## src/pkg/tmr_pkg.sv

```systemverilog
// package: register map, field positions and modes of the capture/compare timer
// Function
// - one shared interrupt from enabled flags, mask clear
// - enabled events wake from wait, never halt
// - capture enable gates both capture flags
// - compare enable gates both compare flags
// - overflow enable gates overflow flag
// - force bit two copies level two
// - force bit one copies level one
// - match two drives level two
// - per-capture edge select, one means rising
// - match one drives level one on pin
// - pin enables gate pins only, not flags
// - one-pulse mode triggered by capture one edge
// - pwm mode: value one width, two period
// - clock select: div4, div2, div8, external
// - no external pin: external select stops counter
// - external edge select, one means rising
// - capture one flag set, two-step clear
// - compare flags set on match (neither in pwm, only two in one-pulse), two-step clear
// - overflow flag on wrap, main low clears
// - capture two flag set, two-step clear
// - status low three bits read zero
// - capture one latches counter into two bytes
// - pwm period match reloads counter to FFFC
package tmr_pkg;
	localparam logic [4:0] A_CTRL_TWO   = 5'h01;
	localparam logic [4:0] A_CTRL_ONE   = 5'h02;
	localparam logic [4:0] A_STATUS     = 5'h03;
	localparam logic [4:0] A_CAP1_HI    = 5'h04;
	localparam logic [4:0] A_CAP1_LO    = 5'h05;
	localparam logic [4:0] A_CMP1_HI    = 5'h06;
	localparam logic [4:0] A_CMP1_LO    = 5'h07;
	localparam logic [4:0] A_CNT_HI     = 5'h08;
	localparam logic [4:0] A_CNT_LO     = 5'h09;
	localparam logic [4:0] A_ACNT_HI    = 5'h0A;
	localparam logic [4:0] A_ACNT_LO    = 5'h0B;
	localparam logic [4:0] A_CAP2_HI    = 5'h0C;
	localparam logic [4:0] A_CAP2_LO    = 5'h0D;
	localparam logic [4:0] A_CMP2_HI    = 5'h0E;
	localparam logic [4:0] A_CMP2_LO    = 5'h0F;
	localparam logic [15:0] CNT_RESET   = 16'hFFFC;
	localparam logic [15:0] CNT_MAX     = 16'hFFFF;
	localparam logic [15:0] CMP_RESET   = 16'h8000;
	localparam logic [7:0]  CTRL_RESET  = 8'h00;
	localparam logic [1:0]  CLK_DIV4    = 2'b00;
	localparam logic [1:0]  CLK_DIV2    = 2'b01;
	localparam logic [1:0]  CLK_DIV8    = 2'b10;
	localparam logic [1:0]  CLK_EXT     = 2'b11;
	localparam logic [2:0]  PRE_MASK2   = 3'h1;
	localparam logic [2:0]  PRE_MASK4   = 3'h3;
	localparam logic [2:0]  PRE_MASK8   = 3'h7;
	typedef struct packed {
		logic       capture_irq_enable;
		logic       compare_irq_enable;
		logic       overflow_irq_enable;
		logic       force_compare_two;
		logic       force_compare_one;
		logic       output_level_two;
		logic       capture_one_edge_select;
		logic       output_level_one;
	} ctrl_one_s;
	typedef struct packed {
		logic       compare_one_pin_enable;
		logic       compare_two_pin_enable;
		logic       one_pulse_mode_enable;
		logic       pwm_mode_enable;
		logic [1:0] timer_clock_select;
		logic       capture_two_edge_select;
		logic       ext_clock_edge_select;
	} ctrl_two_s;
	typedef struct packed {
		logic       capture_one_flag;
		logic       compare_one_flag;
		logic       overflow_flag;
		logic       capture_two_flag;
		logic       compare_two_flag;
		logic [2:0] unused;
	} status_s;
	typedef struct packed {
		logic [4:0] addr;
		logic [7:0] wdata;
		logic       wr;
		logic       rd;
	} bus_req_s;
endpackage : tmr_pkg

```

## src/design/timer16_capture_compare_ctrl.sv

```systemverilog
// 16-bit free-running timer with two captures, two compares, pwm and one-pulse
//
// Decided for this implementation: the address-and-strobe port and the register offsets.
`timescale 1ns/1ps
module timer16_capture_compare_ctrl
	import tmr_pkg::*;
#(
	parameter bit HAS_EXT_CLK = 1'b1
)(
	input  wire logic     clk_sys,
	input  wire logic     nrst,
	input  wire bus_req_s bus_req,
	output logic [7:0]    rdata,
	input  wire logic     cpu_irq_mask,
	input  wire logic     in_wait_mode,
	input  wire logic     in_halt_mode,
	input  wire logic     capture_one_pin,
	input  wire logic     capture_two_pin,
	input  wire logic     external_count_clock_pin,
	output logic          compare_one_pin,
	output logic          compare_one_pin_oe,
	output logic          compare_two_pin,
	output logic          compare_two_pin_oe,
	output logic          timer_irq,
	output logic          wait_wakeup
);
	ctrl_one_s   c1_q;
	ctrl_two_s   c2_q;
	logic [15:0] cnt_q;
	logic [15:0] cmp1_q;
	logic [15:0] cmp2_q;
	logic [15:0] cap1_q;
	logic [15:0] cap2_q;
	logic [2:0]  pre_q;
	logic        cap1_in_q;
	logic        cap2_in_q;
	logic        ext_in_q;
	logic        st_read_q;
	logic        cmp1_hold_q;
	logic        cmp2_hold_q;
	logic        f_cap1_q;
	logic        f_cap2_q;
	logic        f_cmp1_q;
	logic        f_cmp2_q;
	logic        f_ovf_q;
	logic        pin1_q;
	logic        pin2_q;
	logic        pulse_run_q;
	logic [7:0]  rdata_q;
	logic [2:0]  pre_mask;
	logic        tick;
	logic        pwm_on;
	logic        opm_on;
	logic        cap1_edge;
	logic        cap2_edge;
	logic        ext_edge;
	logic        match1;
	logic        match2;
	logic        cnt_reload;
	logic        irq_src;
	status_s     st;

	wire acc_any = bus_req.wr | bus_req.rd;
	wire wr_cnt  = bus_req.wr && (bus_req.addr == A_CNT_LO || bus_req.addr == A_ACNT_LO);

	// only rising/falling transitions chosen by the edge bits count
	assign cap1_edge = c1_q.capture_one_edge_select ? (capture_one_pin & ~cap1_in_q)
		: (~capture_one_pin & cap1_in_q);
	assign cap2_edge = c2_q.capture_two_edge_select ? (capture_two_pin & ~cap2_in_q)
		: (~capture_two_pin & cap2_in_q);
	assign ext_edge  = c2_q.ext_clock_edge_select ? (external_count_clock_pin & ~ext_in_q)
		: (~external_count_clock_pin & ext_in_q);
	assign pwm_on    = c2_q.pwm_mode_enable;
	assign opm_on    = c2_q.one_pulse_mode_enable & ~pwm_on;

	always_comb
	begin
		case (c2_q.timer_clock_select)
			CLK_DIV2: pre_mask = PRE_MASK2;
			CLK_DIV4: pre_mask = PRE_MASK4;
			CLK_DIV8: pre_mask = PRE_MASK8;
			default:  pre_mask = PRE_MASK4;
		endcase
	end

	// halt freezes counting; external select with no pin never ticks
	always_comb
	begin
		if (in_halt_mode)
			tick = 1'b0;
		else if (c2_q.timer_clock_select == CLK_EXT)
			tick = HAS_EXT_CLK & ext_edge;
		else
			tick = (pre_q & pre_mask) == pre_mask;
	end

	// a write to the high compare byte inhibits matching until the low byte
	assign match1 = tick && !cmp1_hold_q && cnt_q == cmp1_q;
	assign match2 = tick && !cmp2_hold_q && cnt_q == cmp2_q;
	assign cnt_reload = (pwm_on && match2) || (opm_on && cap1_edge);

	always_ff @(posedge clk_sys or negedge nrst)
	begin
		if (!nrst)
		begin
			cap1_in_q <= 1'b0;
			cap2_in_q <= 1'b0;
			ext_in_q  <= 1'b0;
		end
		else
		begin
			cap1_in_q <= capture_one_pin;
			cap2_in_q <= capture_two_pin;
			ext_in_q  <= external_count_clock_pin;
		end
	end

	always_ff @(posedge clk_sys or negedge nrst)
	begin
		if (!nrst)
			pre_q <= 3'h0;
		else
			pre_q <= pre_q + 3'h1;
	end

	always_ff @(posedge clk_sys or negedge nrst)
	begin
		if (!nrst)
			cnt_q <= CNT_RESET;
		else if (cnt_reload || wr_cnt)
			cnt_q <= CNT_RESET;
		else if (tick)
			cnt_q <= cnt_q + 16'h0001;
	end

	always_ff @(posedge clk_sys or negedge nrst)
	begin
		if (!nrst)
		begin
			c1_q        <= ctrl_one_s'(CTRL_RESET);
			c2_q        <= ctrl_two_s'(CTRL_RESET);
			cmp1_q      <= CMP_RESET;
			cmp2_q      <= CMP_RESET;
			cmp1_hold_q <= 1'b0;
			cmp2_hold_q <= 1'b0;
		end
		else if (bus_req.wr)
		begin
			case (bus_req.addr)
				A_CTRL_ONE: c1_q <= ctrl_one_s'(bus_req.wdata);
				A_CTRL_TWO: c2_q <= ctrl_two_s'(bus_req.wdata);
				A_CMP1_HI:
				begin
					cmp1_q[15:8] <= bus_req.wdata;
					cmp1_hold_q  <= 1'b1;
				end
				A_CMP1_LO:
				begin
					cmp1_q[7:0] <= bus_req.wdata;
					cmp1_hold_q <= 1'b0;
				end
				A_CMP2_HI:
				begin
					cmp2_q[15:8] <= bus_req.wdata;
					cmp2_hold_q  <= 1'b1;
				end
				A_CMP2_LO:
				begin
					cmp2_q[7:0] <= bus_req.wdata;
					cmp2_hold_q <= 1'b0;
				end
				default: ;
			endcase
		end
	end

	// capture registers have no reset value by design
	always_ff @(posedge clk_sys)
	begin
		if (cap1_edge && !pwm_on && !opm_on)
			cap1_q <= cnt_q;
		if (cap2_edge)
			cap2_q <= cnt_q;
	end

	// status read arms the clear; the very next access completes it if it is to that flag's low byte
	always_ff @(posedge clk_sys or negedge nrst)
	begin
		if (!nrst)
			st_read_q <= 1'b0;
		else if (bus_req.rd && bus_req.addr == A_STATUS)
			st_read_q <= 1'b1;
		else if (acc_any)
			st_read_q <= 1'b0;
	end

	// set wins over the two-step clear in the same cycle
	wire clr_ok = st_read_q && acc_any;
	always_ff @(posedge clk_sys or negedge nrst)
	begin
		if (!nrst)
		begin
			f_cap1_q <= 1'b0;
			f_cap2_q <= 1'b0;
			f_cmp1_q <= 1'b0;
			f_cmp2_q <= 1'b0;
			f_ovf_q  <= 1'b0;
		end
		else
		begin
			if ((cap1_edge && !pwm_on) || (pwm_on && match2))
				f_cap1_q <= 1'b1;
			else if (clr_ok && bus_req.addr == A_CAP1_LO)
				f_cap1_q <= 1'b0;
			if (cap2_edge)
				f_cap2_q <= 1'b1;
			else if (clr_ok && bus_req.addr == A_CAP2_LO)
				f_cap2_q <= 1'b0;
			if (match1 && !pwm_on && !opm_on)
				f_cmp1_q <= 1'b1;
			else if (clr_ok && bus_req.addr == A_CMP1_LO)
				f_cmp1_q <= 1'b0;
			if (match2 && !pwm_on)
				f_cmp2_q <= 1'b1;
			else if (clr_ok && bus_req.addr == A_CMP2_LO)
				f_cmp2_q <= 1'b0;
			if (tick && cnt_q == CNT_MAX && !cnt_reload && !wr_cnt)
				f_ovf_q <= 1'b1;
			else if (clr_ok && bus_req.addr == A_CNT_LO)
				f_ovf_q <= 1'b0;
		end
	end

	// pin levels; pulse modes steer both levels onto pin one
	always_ff @(posedge clk_sys or negedge nrst)
	begin
		if (!nrst)
		begin
			pin1_q      <= 1'b0;
			pin2_q      <= 1'b0;
			pulse_run_q <= 1'b0;
		end
		else
		begin
			if (pwm_on)
			begin
				if (match2)
					pin1_q <= c1_q.output_level_two;
				else if (match1)
					pin1_q <= c1_q.output_level_one;
			end
			else if (opm_on)
			begin
				if (cap1_edge)
				begin
					pin1_q      <= c1_q.output_level_two;
					pulse_run_q <= 1'b1;
				end
				else if (match1 && pulse_run_q)
				begin
					pin1_q      <= c1_q.output_level_one;
					pulse_run_q <= 1'b0;
				end
			end
			else if (match1 || c1_q.force_compare_one)
				pin1_q <= c1_q.output_level_one;
			if (!pwm_on && !opm_on && (match2 || c1_q.force_compare_two))
				pin2_q <= c1_q.output_level_two;
		end
	end

	assign compare_one_pin    = pin1_q;
	assign compare_two_pin    = pin2_q;
	assign compare_one_pin_oe = c2_q.compare_one_pin_enable;
	assign compare_two_pin_oe = c2_q.compare_two_pin_enable;

	assign st = '{f_cap1_q, f_cmp1_q, f_ovf_q, f_cap2_q, f_cmp2_q, 3'h0};

	assign irq_src = (c1_q.capture_irq_enable && (f_cap1_q || f_cap2_q))
		|| (c1_q.compare_irq_enable && (f_cmp1_q || f_cmp2_q))
		|| (c1_q.overflow_irq_enable && f_ovf_q);
	assign timer_irq   = irq_src && !cpu_irq_mask;
	assign wait_wakeup = timer_irq && in_wait_mode && !in_halt_mode;

	always_ff @(posedge clk_sys or negedge nrst)
	begin
		if (!nrst)
			rdata_q <= 8'h00;
		else if (bus_req.rd)
		begin
			case (bus_req.addr)
				A_CTRL_ONE: rdata_q <= c1_q;
				A_CTRL_TWO: rdata_q <= c2_q;
				A_STATUS:   rdata_q <= st;
				A_CAP1_HI:  rdata_q <= cap1_q[15:8];
				A_CAP1_LO:  rdata_q <= cap1_q[7:0];
				A_CAP2_HI:  rdata_q <= cap2_q[15:8];
				A_CAP2_LO:  rdata_q <= cap2_q[7:0];
				A_CMP1_HI:  rdata_q <= cmp1_q[15:8];
				A_CMP1_LO:  rdata_q <= cmp1_q[7:0];
				A_CMP2_HI:  rdata_q <= cmp2_q[15:8];
				A_CMP2_LO:  rdata_q <= cmp2_q[7:0];
				A_CNT_HI:   rdata_q <= cnt_q[15:8];
				A_CNT_LO:   rdata_q <= cnt_q[7:0];
				A_ACNT_HI:  rdata_q <= cnt_q[15:8];
				A_ACNT_LO:  rdata_q <= cnt_q[7:0];
				default:    rdata_q <= 8'h00;
			endcase
		end
		else
			rdata_q <= 8'h00;
	end
	assign rdata = rdata_q;

	a_irq_gate: assert property (@(posedge clk_sys) disable iff (!nrst)
		(cpu_irq_mask || st[7:3] == 5'h00) |-> !timer_irq)
		else $error("irq gating wrong");
	a_halt_nowake: assert property (@(posedge clk_sys) disable iff (!nrst)
		in_halt_mode |-> !wait_wakeup) else $error("woke from halt");
	a_cap_irq: assert property (@(posedge clk_sys) disable iff (!nrst)
		(f_cap2_q && c1_q.capture_irq_enable && !cpu_irq_mask) |-> timer_irq)
		else $error("capture irq missing");
	a_cmp_irq: assert property (@(posedge clk_sys) disable iff (!nrst)
		(f_cmp1_q && c1_q.compare_irq_enable && !cpu_irq_mask) |-> timer_irq)
		else $error("compare irq missing");
	a_ovf_flag: assert property (@(posedge clk_sys) disable iff (!nrst)
		(tick && cnt_q == CNT_MAX && !cnt_reload && !wr_cnt) |=> f_ovf_q && cnt_q == 16'h0000)
		else $error("overflow not flagged");
	a_pwm_reload: assert property (@(posedge clk_sys) disable iff (!nrst)
		(pwm_on && match2 && !wr_cnt) |=> cnt_q == CNT_RESET && f_cap1_q)
		else $error("pwm reload missed");
	a_cap1_latch: assert property (@(posedge clk_sys) disable iff (!nrst)
		(cap1_edge && !pwm_on && !opm_on) |=> cap1_q == $past(cnt_q) && f_cap1_q)
		else $error("capture one not latched");
	a_status_zero: assert property (@(posedge clk_sys) disable iff (!nrst)
		$past(bus_req.rd && bus_req.addr == A_STATUS) |-> rdata[2:0] == 3'b000)
		else $error("reserved status bits set");
	a_cmp1_pin: assert property (@(posedge clk_sys) disable iff (!nrst)
		(match1 && !pwm_on && !opm_on) |=> pin1_q == $past(c1_q.output_level_one))
		else $error("compare one level wrong");
	a_cmp2_pin: assert property (@(posedge clk_sys) disable iff (!nrst)
		(match2 && !pwm_on && !opm_on) |=> pin2_q == $past(c1_q.output_level_two))
		else $error("compare two level wrong");
	a_alternate_counter_low_byte_keep: assert property (@(posedge clk_sys) disable iff (!nrst)
		(f_ovf_q && st_read_q && bus_req.rd && bus_req.addr == A_ACNT_LO) |=> f_ovf_q)
		else $error("alternate counter cleared overflow");
endmodule : timer16_capture_compare_ctrl

```

## config.mk

```make
export PLATFORM = sky130hd
export DESIGN_NAME = timer16_capture_compare_ctrl
export DESIGN_NICKNAME = d
export VERILOG_FILES = /design/src/pkg/tmr_pkg.sv /design/src/design/timer16_capture_compare_ctrl.sv
export SDC_FILE = /design/constraint.sdc
export NUM_CORES = 1
export LEC_CHECK = 0
export BUFFER_PORTS_ARGS = -buffer_cell sky130_fd_sc_hd__buf_2
export CAP_MARGIN = 10
export CELL_PAD_IN_SITES_DETAIL_PLACEMENT = 1
export CELL_PAD_IN_SITES_GLOBAL_PLACEMENT = 2
export CORE_ASPECT_RATIO = 1.2
export CORE_MARGIN = 5
export CORE_UTILIZATION = 45
export CTS_BUF_LIST = sky130_fd_sc_hd__clkbuf_16
export CTS_CLUSTER_SIZE = 10
export DETAILED_ROUTE_END_ITERATION = 8
export PLACE_DENSITY_LB_ADDON = 0.12
export SLEW_MARGIN = 20
export SYNTH_ARGS = -nofsm -noshare
export SYNTH_HDL_FRONTEND = slang
export SYNTH_SLANG_ARGS = --single-unit
```

## constraint.sdc

```tcl
create_clock -name clk_sys -period 3.8 [get_ports clk_sys]
set_input_delay 0.38 -clock clk_sys [delete_from_list [all_inputs] [get_ports clk_sys]]
set_output_delay 0.38 -clock clk_sys [all_outputs]
set_load 0.02 [all_outputs]
```

======== Yosys cells after proc, flatten, opt, wreduce, memory -nomap -nowiden ========
Index checks and enable logic that the tools add are counted.
operators by class
  add/sub/neg operators ................... 2
  eq/ne operators ......................... 24
  muxes and demuxes ....................... 33
  bitwise gates (word level) .............. 16
  reduce and logical (&&, ||, !) cells .... 72
operator list
  cell                                                                   number
  8-bit one-hot mux with 13 select lines                                 1
  5-bit by 4-bit equality test with 1-bit output, second input constant  8
  16-bit equality test                                                   2
  16-bit 2-to-1 mux                                                      2
  1-bit logical AND                                                      31
  1-bit 2-to-1 mux                                                       26
  5-bit by 3-bit equality test with 1-bit output, second input constant  4
  2-bit nonzero test                                                     10
  16-bit by 1-bit adder with 16-bit output, second input constant        1
  16-bit equality test, second input constant                            1
  2-bit AND reduction                                                    8
  5-bit by 2-bit equality test with 1-bit output, second input constant  2
  1-bit logical OR                                                       10
  1-bit zero test                                                        8
  8-bit 2-to-1 mux                                                       1
  1-bit AND                                                              7
  1-bit NOT                                                              7
  3-bit one-hot mux with 2 select lines                                  1
  3-bit AND reduction                                                    2
  5-bit by 1-bit equality test with 1-bit output, second input constant  1
  2-bit equality test, second input constant                             2
  4-bit by 2-bit != test with 1-bit output, second input constant        1
  1-bit one-hot mux with 2 select lines                                  2
  2-bit OR reduction                                                     2
  7 further kinds                                                        7
word-level totals
  register bits ........................... 121
  output and inout port bits .............. 14

======== Depth between registers and ports, before layout ========
Gate-level depths: netlist of run 1.
  word-level depth ........................ 14
  depth in mapped cells ................... 8

======== Worst setup path after synthesis of run 1 ========
No wires, ideal clock.
  path type ............................... flip-flop to flip-flop
  start ................................... register c1_q[1] in the netlist's numbering
  end ..................................... register cap1_q[0], enable pin
  setup time .............................. 0.409 ns
  arrival time ............................ 1.829 ns
  setup slack ............................. 1.562 ns
  stages on the path, launching flop included .. 4
  cell sequence ........................... dfrtp_1 nor3b_1 a21oi_1 nor3_1
between the ends
  cells in the longest elaborated chain, start to end .. 3
ends and longest elaborated chain
  what                             line                                 RTL
  from (decl)                      timer16_capture_compare_ctrl.sv:27   ctrl_one_s c1_q;
  from (signal assigned)           timer16_capture_compare_ctrl.sv:140  c1_q <= ctrl_one_s'(CTRL_RESET);
  from (signal assigned)           timer16_capture_compare_ctrl.sv:150  A_CTRL_ONE: c1_q <= ctrl_one_s'(bus_req.wdata);
  1-bit 2-to-1 mux                 timer16_capture_compare_ctrl.sv:67   assign cap1_edge = c1_q.capture_one_edge_select ? (capture_one_pin & ~cap1_in_q)
  1-bit logical AND (2 in series)  timer16_capture_compare_ctrl.sv:180  if (cap1_edge && !pwm_on && !opm_on)
  to (signal assigned)             timer16_capture_compare_ctrl.sv:181  cap1_q <= cnt_q;
  to (decl)                        timer16_capture_compare_ctrl.sv:32   logic [15:0] cap1_q;
Every way passes these cells.
A chain may end at the register's enable or synchronous reset.

======== Worst setup path in the final report of run 1 ========
  start ................................... register cnt_q[13]
  end ..................................... register cnt_q[14]
between the ends
  cells in the longest elaborated chain, start to end .. 6
  elaborated cells on any way between the ends .. 9
  classes of those cells .................. add/sub (1); eq/ne (1); mux (2); reduce/logical (5)
ends and longest elaborated chain
  what                                                                              line                                 RTL
  from (decl)                                                                       timer16_capture_compare_ctrl.sv:29   logic [15:0] cnt_q;
  from (signal assigned)                                                            timer16_capture_compare_ctrl.sv:133  cnt_q <= cnt_q + 16'h0001;
  branches (longest 6 deep; another with 16-bit by 1-bit adder with 16-bit output)  n/a
Several ways; the timed one is not identified. The select of a mux whose other input is x is not followed.

==> results of run 1 <==
-- state kept, by name, indices dropped and copies added, names as in the netlist, 3 cells and up --
| register | count |
|---|---|
| c1_q | 8 |
| c2_q | 5 |
| cap1_q | 16 |
| cap2_q | 16 |
| cmp1_q | 16 |
| cmp2_q | 16 |
| cnt_q | 16 |
| pre_q | 3 |
| rdata | 8 |
-- power groups by stage --
stage               registers [mW]  logic, mW  clock network [mW]
CTS                           2.03      0.858                1.39
floorplan                     1.86      0.685                   0
finish                        2.03      0.847                1.38
detailed placement            2.05      0.849                   0
global route                  2.07      0.934                1.46
global placement              2.04      0.824                   0
-- through the flow --
step / std cells / power (mW)
6_report: 687 / 4.257
5_1_grt: 687 / 4.465
4_1_cts: 687 / 4.286
3_5_place_dp: 656 / 2.899
3_3_place_gp: 656 / 2.861
2_1_floorplan: 464 / 2.542
-- final cells by class --
| type | instances | area, sq um | share of cell area, % |
|---|---|---|---|
| clock inverters | 13 | 52.55 | 0.7856 |
| well taps | 164 | 205.2 | 3.068 |
| clock buffers | 18 | 450.4 | 6.734 |
| inverters | 8 | 30.03 | 0.4489 |
| multi-input cells | 315 | 2466 | 36.87 |
| repair buffers | 48 | 276.5 | 4.134 |
| flip-flops and latches | 121 | 3208 | 47.96 |
-- logic make-up (layout without fill, tap and decap cells) --
logic type	after synthesis	in the layout	synth area share, %
simple gates	125	125	13.31
mux	57	57	10.91
xor+xnor	40	40	6.051
buf+inv	28	87	2.183
fa+ha+maj	2	2	0.4322
compound gates	91	91	11.69
flops	121	121	55.41
-- path summary, 6_finish.rpt --
kind,end,from,cells after the start
max,cnt_q[14],cnt_q[13],7
min in group clk_sys,cap2_in_q,capture_two_pin,1
max in group asynchronous,cnt_q[11],nrst,2
min reg2reg,pre_q[0],pre_q[0],1
min,f_cap2_q,nrst,1
max reg2reg,cnt_q[14],cnt_q[13],7
-- cells in the final DEF (no fill, tap or decap), drive strengths merged, types with 7 or more instances in the layout --
master	netlist	layout
xor2	17	17
a22o	11	11
edfxtp	32	32
a31oi	7	7
mux2	49	49
nor2	21	21
clkbuf	13	18
dfstp	16	16
nand4	12	12
nand2	32	32
buf	7	48
a21oi	14	14
dfrtp	73	73
a221oi	14	14
inv	8	15
a22oi	14	14
nor3	9	9
xnor2	23	23
nand3	11	11
o21ai	16	16
mux2i	8	8
-- critical path: stages, from the launching register on --
cell and delay (ns):
dfstp_2 0.64, xor2_1 0.14, nor4_1 0.38, nand4_1 0.25
nor4_4 0.55, a311oi_4 0.19, buf_4 0.29, nand3b_1 0.10
-- per-layer routing --
metal / vias to the layer above / wire, um / global-route usage, %
li1: 1847 / - / -
met1: 2145 / 7371 / 32.79
met2: 151 / 9025 / 41.88
met3: 32 / 1290 / 4.468
met4: 0 / 501 / 10.42
met5: - / 0 / 0
==> metrics, run 1 <==
status=finished with violations; failing checks=negative hold slack; post-synthesis cell area=0.005789 sq mm; Max FO, Critical Path=9; setup TNS=0 ns; diode count=0; sequential share of the synthesized area=55.41%; CTS tree=yes; Worst Hold Class=primary input to async pin; switching fraction of total power=32.10%; Slew headroom=32.38%; hold buffers post-CTS=0; post-synthesis async set-or-reset flop share=73.55%; Setup Viol. Count Final=0; Syn Nets=489; crit path time final=2.626 ns; DRC=0; Max Clk Rate=0.3808 GHz; Startpoint Class=register; Worst Max-Slew Pin Slew=1.011 ns; switching power=1.366 mW; final max-slew violation count=0; Fillers=1324; Final Wtd Congestion=0.8316; cts repair resizes=0; DIE HEIGHT=134.3 um; WP data arrival=2.97 ns; pre-CTS WS=1.109 ns; synth top area cells=dfrtp_1 32%, edfxtp_1 17%, mux2_2 9.1%, dfstp_2 7.3%, xnor2_1 3.5%; distinct cell type count after synthesis=63; Final period util=69.10%; endpoint class of the critical path=register; Worst-path clk slew=0.05 ns; Vias/cell=6.077; Ys Warns=0; leading area contributor after synthesis=dfrtp_1; Fin. Hold Viols=1; largest net degree at the start of global routing=77; WL final=18.19 mm; Setup Fix Bufs, Post-CTS=0; post-synth top area share=31.55%; post-route ant nets=0; Worst R2R Setup Slack=1.17 ns; hpwl dp=12.57 mm; peak supply drop=0.0003656 V; RSZ-0062 raised after global routing=no; Initial Util=45.90%; Pwr Density=636.5 mW/mm^2; post-route cell area=0.006689 sq mm; max-cap violations=0; Max H-tree Level=4; GRT Util Overall=25.33%; full die area=0.01524 sq mm; global-route wire length before repair=28.30 mm; layout cells sized above 1=30.78%; DR pass1 iterations=4; CORE AREA=0.01261 sq mm; Die X=113.5 um; CTS Buf Count=17; row count=45; vias in the first global route=4580; Worst Setup Path Type=register to register; nets@finish=536; worst skew pair latency=0.41 ns; most frequent cell after synthesis=dfrtp_1; # clock sinks=121; via count=4175; initial antenna violation count=0; Syn Area/Cell=12.48 sq um; CP required=4.15 ns; Clk pwr share=32.3%; Finished Core Util=53.04%; Syn Inst Count=464; list of most frequent post-synthesis cells=73 x dfrtp_1, 47 x mux2_2, 32 x edfxtp_1; CTS Buffer Depth=2; Post-synth EDFFs=32; Clock Skew=0.01080 ns; Leakage=2.679 nW; drt wl/cell=26.47 um; Synth Flop Type=dfrtp_1; final hold slack=-0.004027 ns; Reg power frac=47.8%; setup ws final=1.174 ns; Internal=2.891 mW; Root Buffer Master=clkbuf_16; flops & latches, synth=121; Starting DRT DRC Count=324; GRT overflow=0; Comb pwr share=19.9%; Placed Instance Area=0.006182 sq mm; num ports=37; Area growth syn-to-layout=15.54%; # port buffers=36
No activity file was read; power rests on OpenSTA's default activity.
==> run 2, diff against run 1 <==
--- a/config.mk
+++ b/config.mk
@@ -11,7 +11,7 @@
 export CELL_PAD_IN_SITES_GLOBAL_PLACEMENT = 2
 export CORE_ASPECT_RATIO = 1.2
 export CORE_MARGIN = 5
-export CORE_UTILIZATION = 45
+export CORE_UTILIZATION = 42
 export CTS_BUF_LIST = sky130_fd_sc_hd__clkbuf_16
 export CTS_CLUSTER_SIZE = 10
 export DETAILED_ROUTE_END_ITERATION = 8
==> constraint.sdc (replaced) <==
create_clock -name clk_sys -period 2.75 [get_ports clk_sys]
set_input_delay 0.275 -clock clk_sys [delete_from_list [all_inputs] [get_ports clk_sys]]
set_output_delay 0.275 -clock clk_sys [all_outputs]
set_load 0.02 [all_outputs]
==> run 2 against run 1 <==
Net effect: the flow now finishes without violations; clock power increased by 62%; wire length increased by 4.9%; highest routed layer unchanged; sequential cell count unchanged; critical endpoint is now cnt_q[2]; sequential share of layout area decreased by 1.7 points.
==> metrics, run 2 (same netlist as run 1, synthesis figures left out) <==
Reg power frac=43.5% (was 47.8%); Starting DRT DRC Count=350 (was 324); endpoint class of the critical path=register (unchanged); row count=47 (was 45); Leakage=2.787 nW (was 2.679 nW); Final Wtd Congestion=0.8542 (was 0.8316); CTS Buffer Depth=2 (unchanged); CORE AREA=0.01364 sq mm (was 0.01261 sq mm); crit path time final=2.559 ns (was 2.626 ns); Fillers=1438 (was 1324); via count=4317 (was 4175); Area growth syn-to-layout=19.90% (was 15.54%); WL final=19.07 mm (was 18.19 mm); switching fraction of total power=31.57% (was 32.10%); Final period util=93.07% (was 69.10%); Comb pwr share=21.0% (was 19.9%); pre-CTS WS=0.2257 ns (was 1.109 ns); # clock sinks=121 (unchanged); GRT Util Overall=24.77% (was 25.33%); num ports=37 (unchanged); CTS Buf Count=17 (unchanged); WP data arrival=2.86 ns (was 2.97 ns); layout cells sized above 1=33.82% (was 30.78%); nets@finish=556 (was 536); CP required=3.05 ns (was 4.15 ns); hpwl dp=13.17 mm (was 12.57 mm); DR pass1 iterations=7 (was 4); Worst Max-Slew Pin Slew=1.000 ns (was 1.011 ns); Endpoint, Worst Hold=st_read_q; CP max stage delay=0.87 ns (was 0.64 ns); Root Buffer Master=clkbuf_16 (unchanged); # port buffers=36 (unchanged); RSZ-0062 raised after global routing=no (unchanged); Max Clk Rate=0.3907 GHz (was 0.3808 GHz); Slew headroom=33.32% (was 32.38%); Startpoint Class=register (unchanged); Placed Instance Area=0.006317 sq mm (was 0.006182 sq mm); FF+latch area=0.003208 sq mm (unchanged); Worst Hold Class=primary input to register (was primary input to async pin); hold_sp=bus_req[0]; Clk pwr share=35.5% (was 32.3%); DRC=0 (unchanged); Setup Fix Bufs, Post-CTS=0 (unchanged); Worst R2R Setup Slack=0.19 ns (was 1.17 ns); CTS tree=yes (unchanged); largest net degree at the start of global routing=90 (was 77); worst-path cell chain=nor2b_2 -> a221oi_2 -> or4_4 -> nor4_4 -> a311oi_4 -> o21ai_0 (was xor2_1 -> nor4_1 -> nand4_1 -> nor4_4 -> a311oi_4 -> buf_4 -> nand3b_1); Max FO, Critical Path=17 (was 9); Die X=117.2 um (was 113.5 um); Clock Skew=0.007102 ns (was 0.01080 ns); diode count=0 (unchanged); post-route ant nets=0 (unchanged); most frequent cells in the layout=73 x dfrtp_1, 47 x mux2_2, 35 x buf_2, 32 x edfxtp_1, 28 x buf_4 (was 73 x dfrtp_1, 47 x mux2_2, 35 x buf_2, 32 x edfxtp_1); vias in the first global route=4580 (unchanged); reg2reg start=c2_q[0] (was cnt_q[13]); max-cap violations=0 (unchanged); peak supply drop=0.0005505 V (was 0.0003656 V); Pwr Density=902.9 mW/mm^2 (was 636.5 mW/mm^2); cts repair resizes=0 (unchanged); global-route wire length before repair=29.04 mm (was 28.30 mm); Fin. Hold Viols=0 (was 1); final max-slew violation count=0 (unchanged); setup ws final=0.1907 ns (was 1.174 ns); multi-input logic area=0.002460 sq mm (was 0.002466 sq mm); Internal=4.289 mW (was 2.891 mW); Worst Reg-to-Reg Cells=6 (was 7); setup TNS=0 ns (unchanged); commonest non-fill, non-tap cell in the layout=dfrtp_1 (unchanged); Setup Viol. Count Final=0 (unchanged); post-route cell area=0.006942 sq mm (was 0.006689 sq mm); Slowest-stage cell, CP=a311oi_4 (was dfstp_2); GRT overflow=0 (unchanged); status=completed (was finished with violations); Crit Reg-Reg Endpoint=cnt_q[2] (was cnt_q[14]); switching power=1.979 mW (was 1.366 mW); worst skew pair latency=0.42 ns (was 0.41 ns); CP Launch Point=c2_q[0] (was cnt_q[13]); Initial Util=42.43% (was 45.90%); Worst Setup Path Type=register to register (unchanged); initial antenna violation count=0 (unchanged); full die area=0.01624 sq mm (was 0.01524 sq mm); Max H-tree Level=4 (unchanged); DIE HEIGHT=138.6 um (was 134.3 um); Worst-path clk slew=0.05 ns (about the same); Vias/cell=6.038 (was 6.077); worst hold path depth=2; drt wl/cell=26.68 um (was 26.47 um)
==> run 2: cell types whose count changed in the layout (fill, tap and decap cells not counted), sizes merged, moves of 2 or more <==
cell,change
clkinvlp,+2
inv,-5
buf,+16
bufinv,+3
dlygate4sd3,+4
clkinv,+2
==> run 2: how the worst max path moves through the flow <==
stage / to / slack [ns] / depth (start not counted)
detailed placement: cnt_q[2] / 0.23 / 6
floorplan: cap1_q[0] / 0.51 / 3
global route: cnt_q[1] / 0.01 / 6
global placement: cnt_q[2] / 0.26 / 6
CTS: cnt_q[1] / 0.19 / 7
finish: cnt_q[2] / 0.19 / 6
==> run 2: layout make-up <==
class                      count  area share [%]
clock inverter                15           2.289
sequential                   121           46.21
tap                          171           3.082
clock buffer                  17           6.128
multi-input combinational    315           35.44
timing repair buffer          68           6.417
inverter                       8          0.4326
==> run 2: per-layer routing <==
layer  routed length [um]  part of all wire (%)  global-route usage, %
met1                 8221                    43                  34.37
met2                 9159                    48                  38.65
met3                 1142                   6.0                  4.496
met4                  552                   2.9                  8.877
met5                    0                     0                      0
==> run 2: through the flow <==
step                      utilization [%]  instances  hold WS (ns)  power [mW]
after floorplan                         -        464      -0.02059       3.513
after global placement              46.30        679        0.3536       4.000
after detailed placement            46.30        679        0.3719       4.058
after CTS                           50.88        715        0.1290       6.298
after global routing                50.88        715        0.1427       6.544
final                               50.88        715        0.1406       6.268
==> run 2: power groups by stage <==
stage / Sequential (mW) / Clock, mW / Combinational, mW
global placement: 2.73 / 0 / 1.27
floorplan: 2.57 / 0 / 0.947
global route: 2.78 / 2.33 / 1.43
finish: 2.72 / 2.23 / 1.32
CTS: 2.72 / 2.25 / 1.33
detailed placement: 2.75 / 0 / 1.31
==> run 2: what timing repair did <==
item	in CTS	in global routing
endpoints found under the setup margin	0	2
endpoints found under the hold margin	76	0
hold buffers	4	0
==> run 2: critical path: cells and delay by family (launching register included) <==
family | cells | cell delay [ns]
AO/OA/AOI/OAI | 3 | 1.53
AND/OR/NAND/NOR | 3 | 0.50
flip-flops | 1 | 0.40
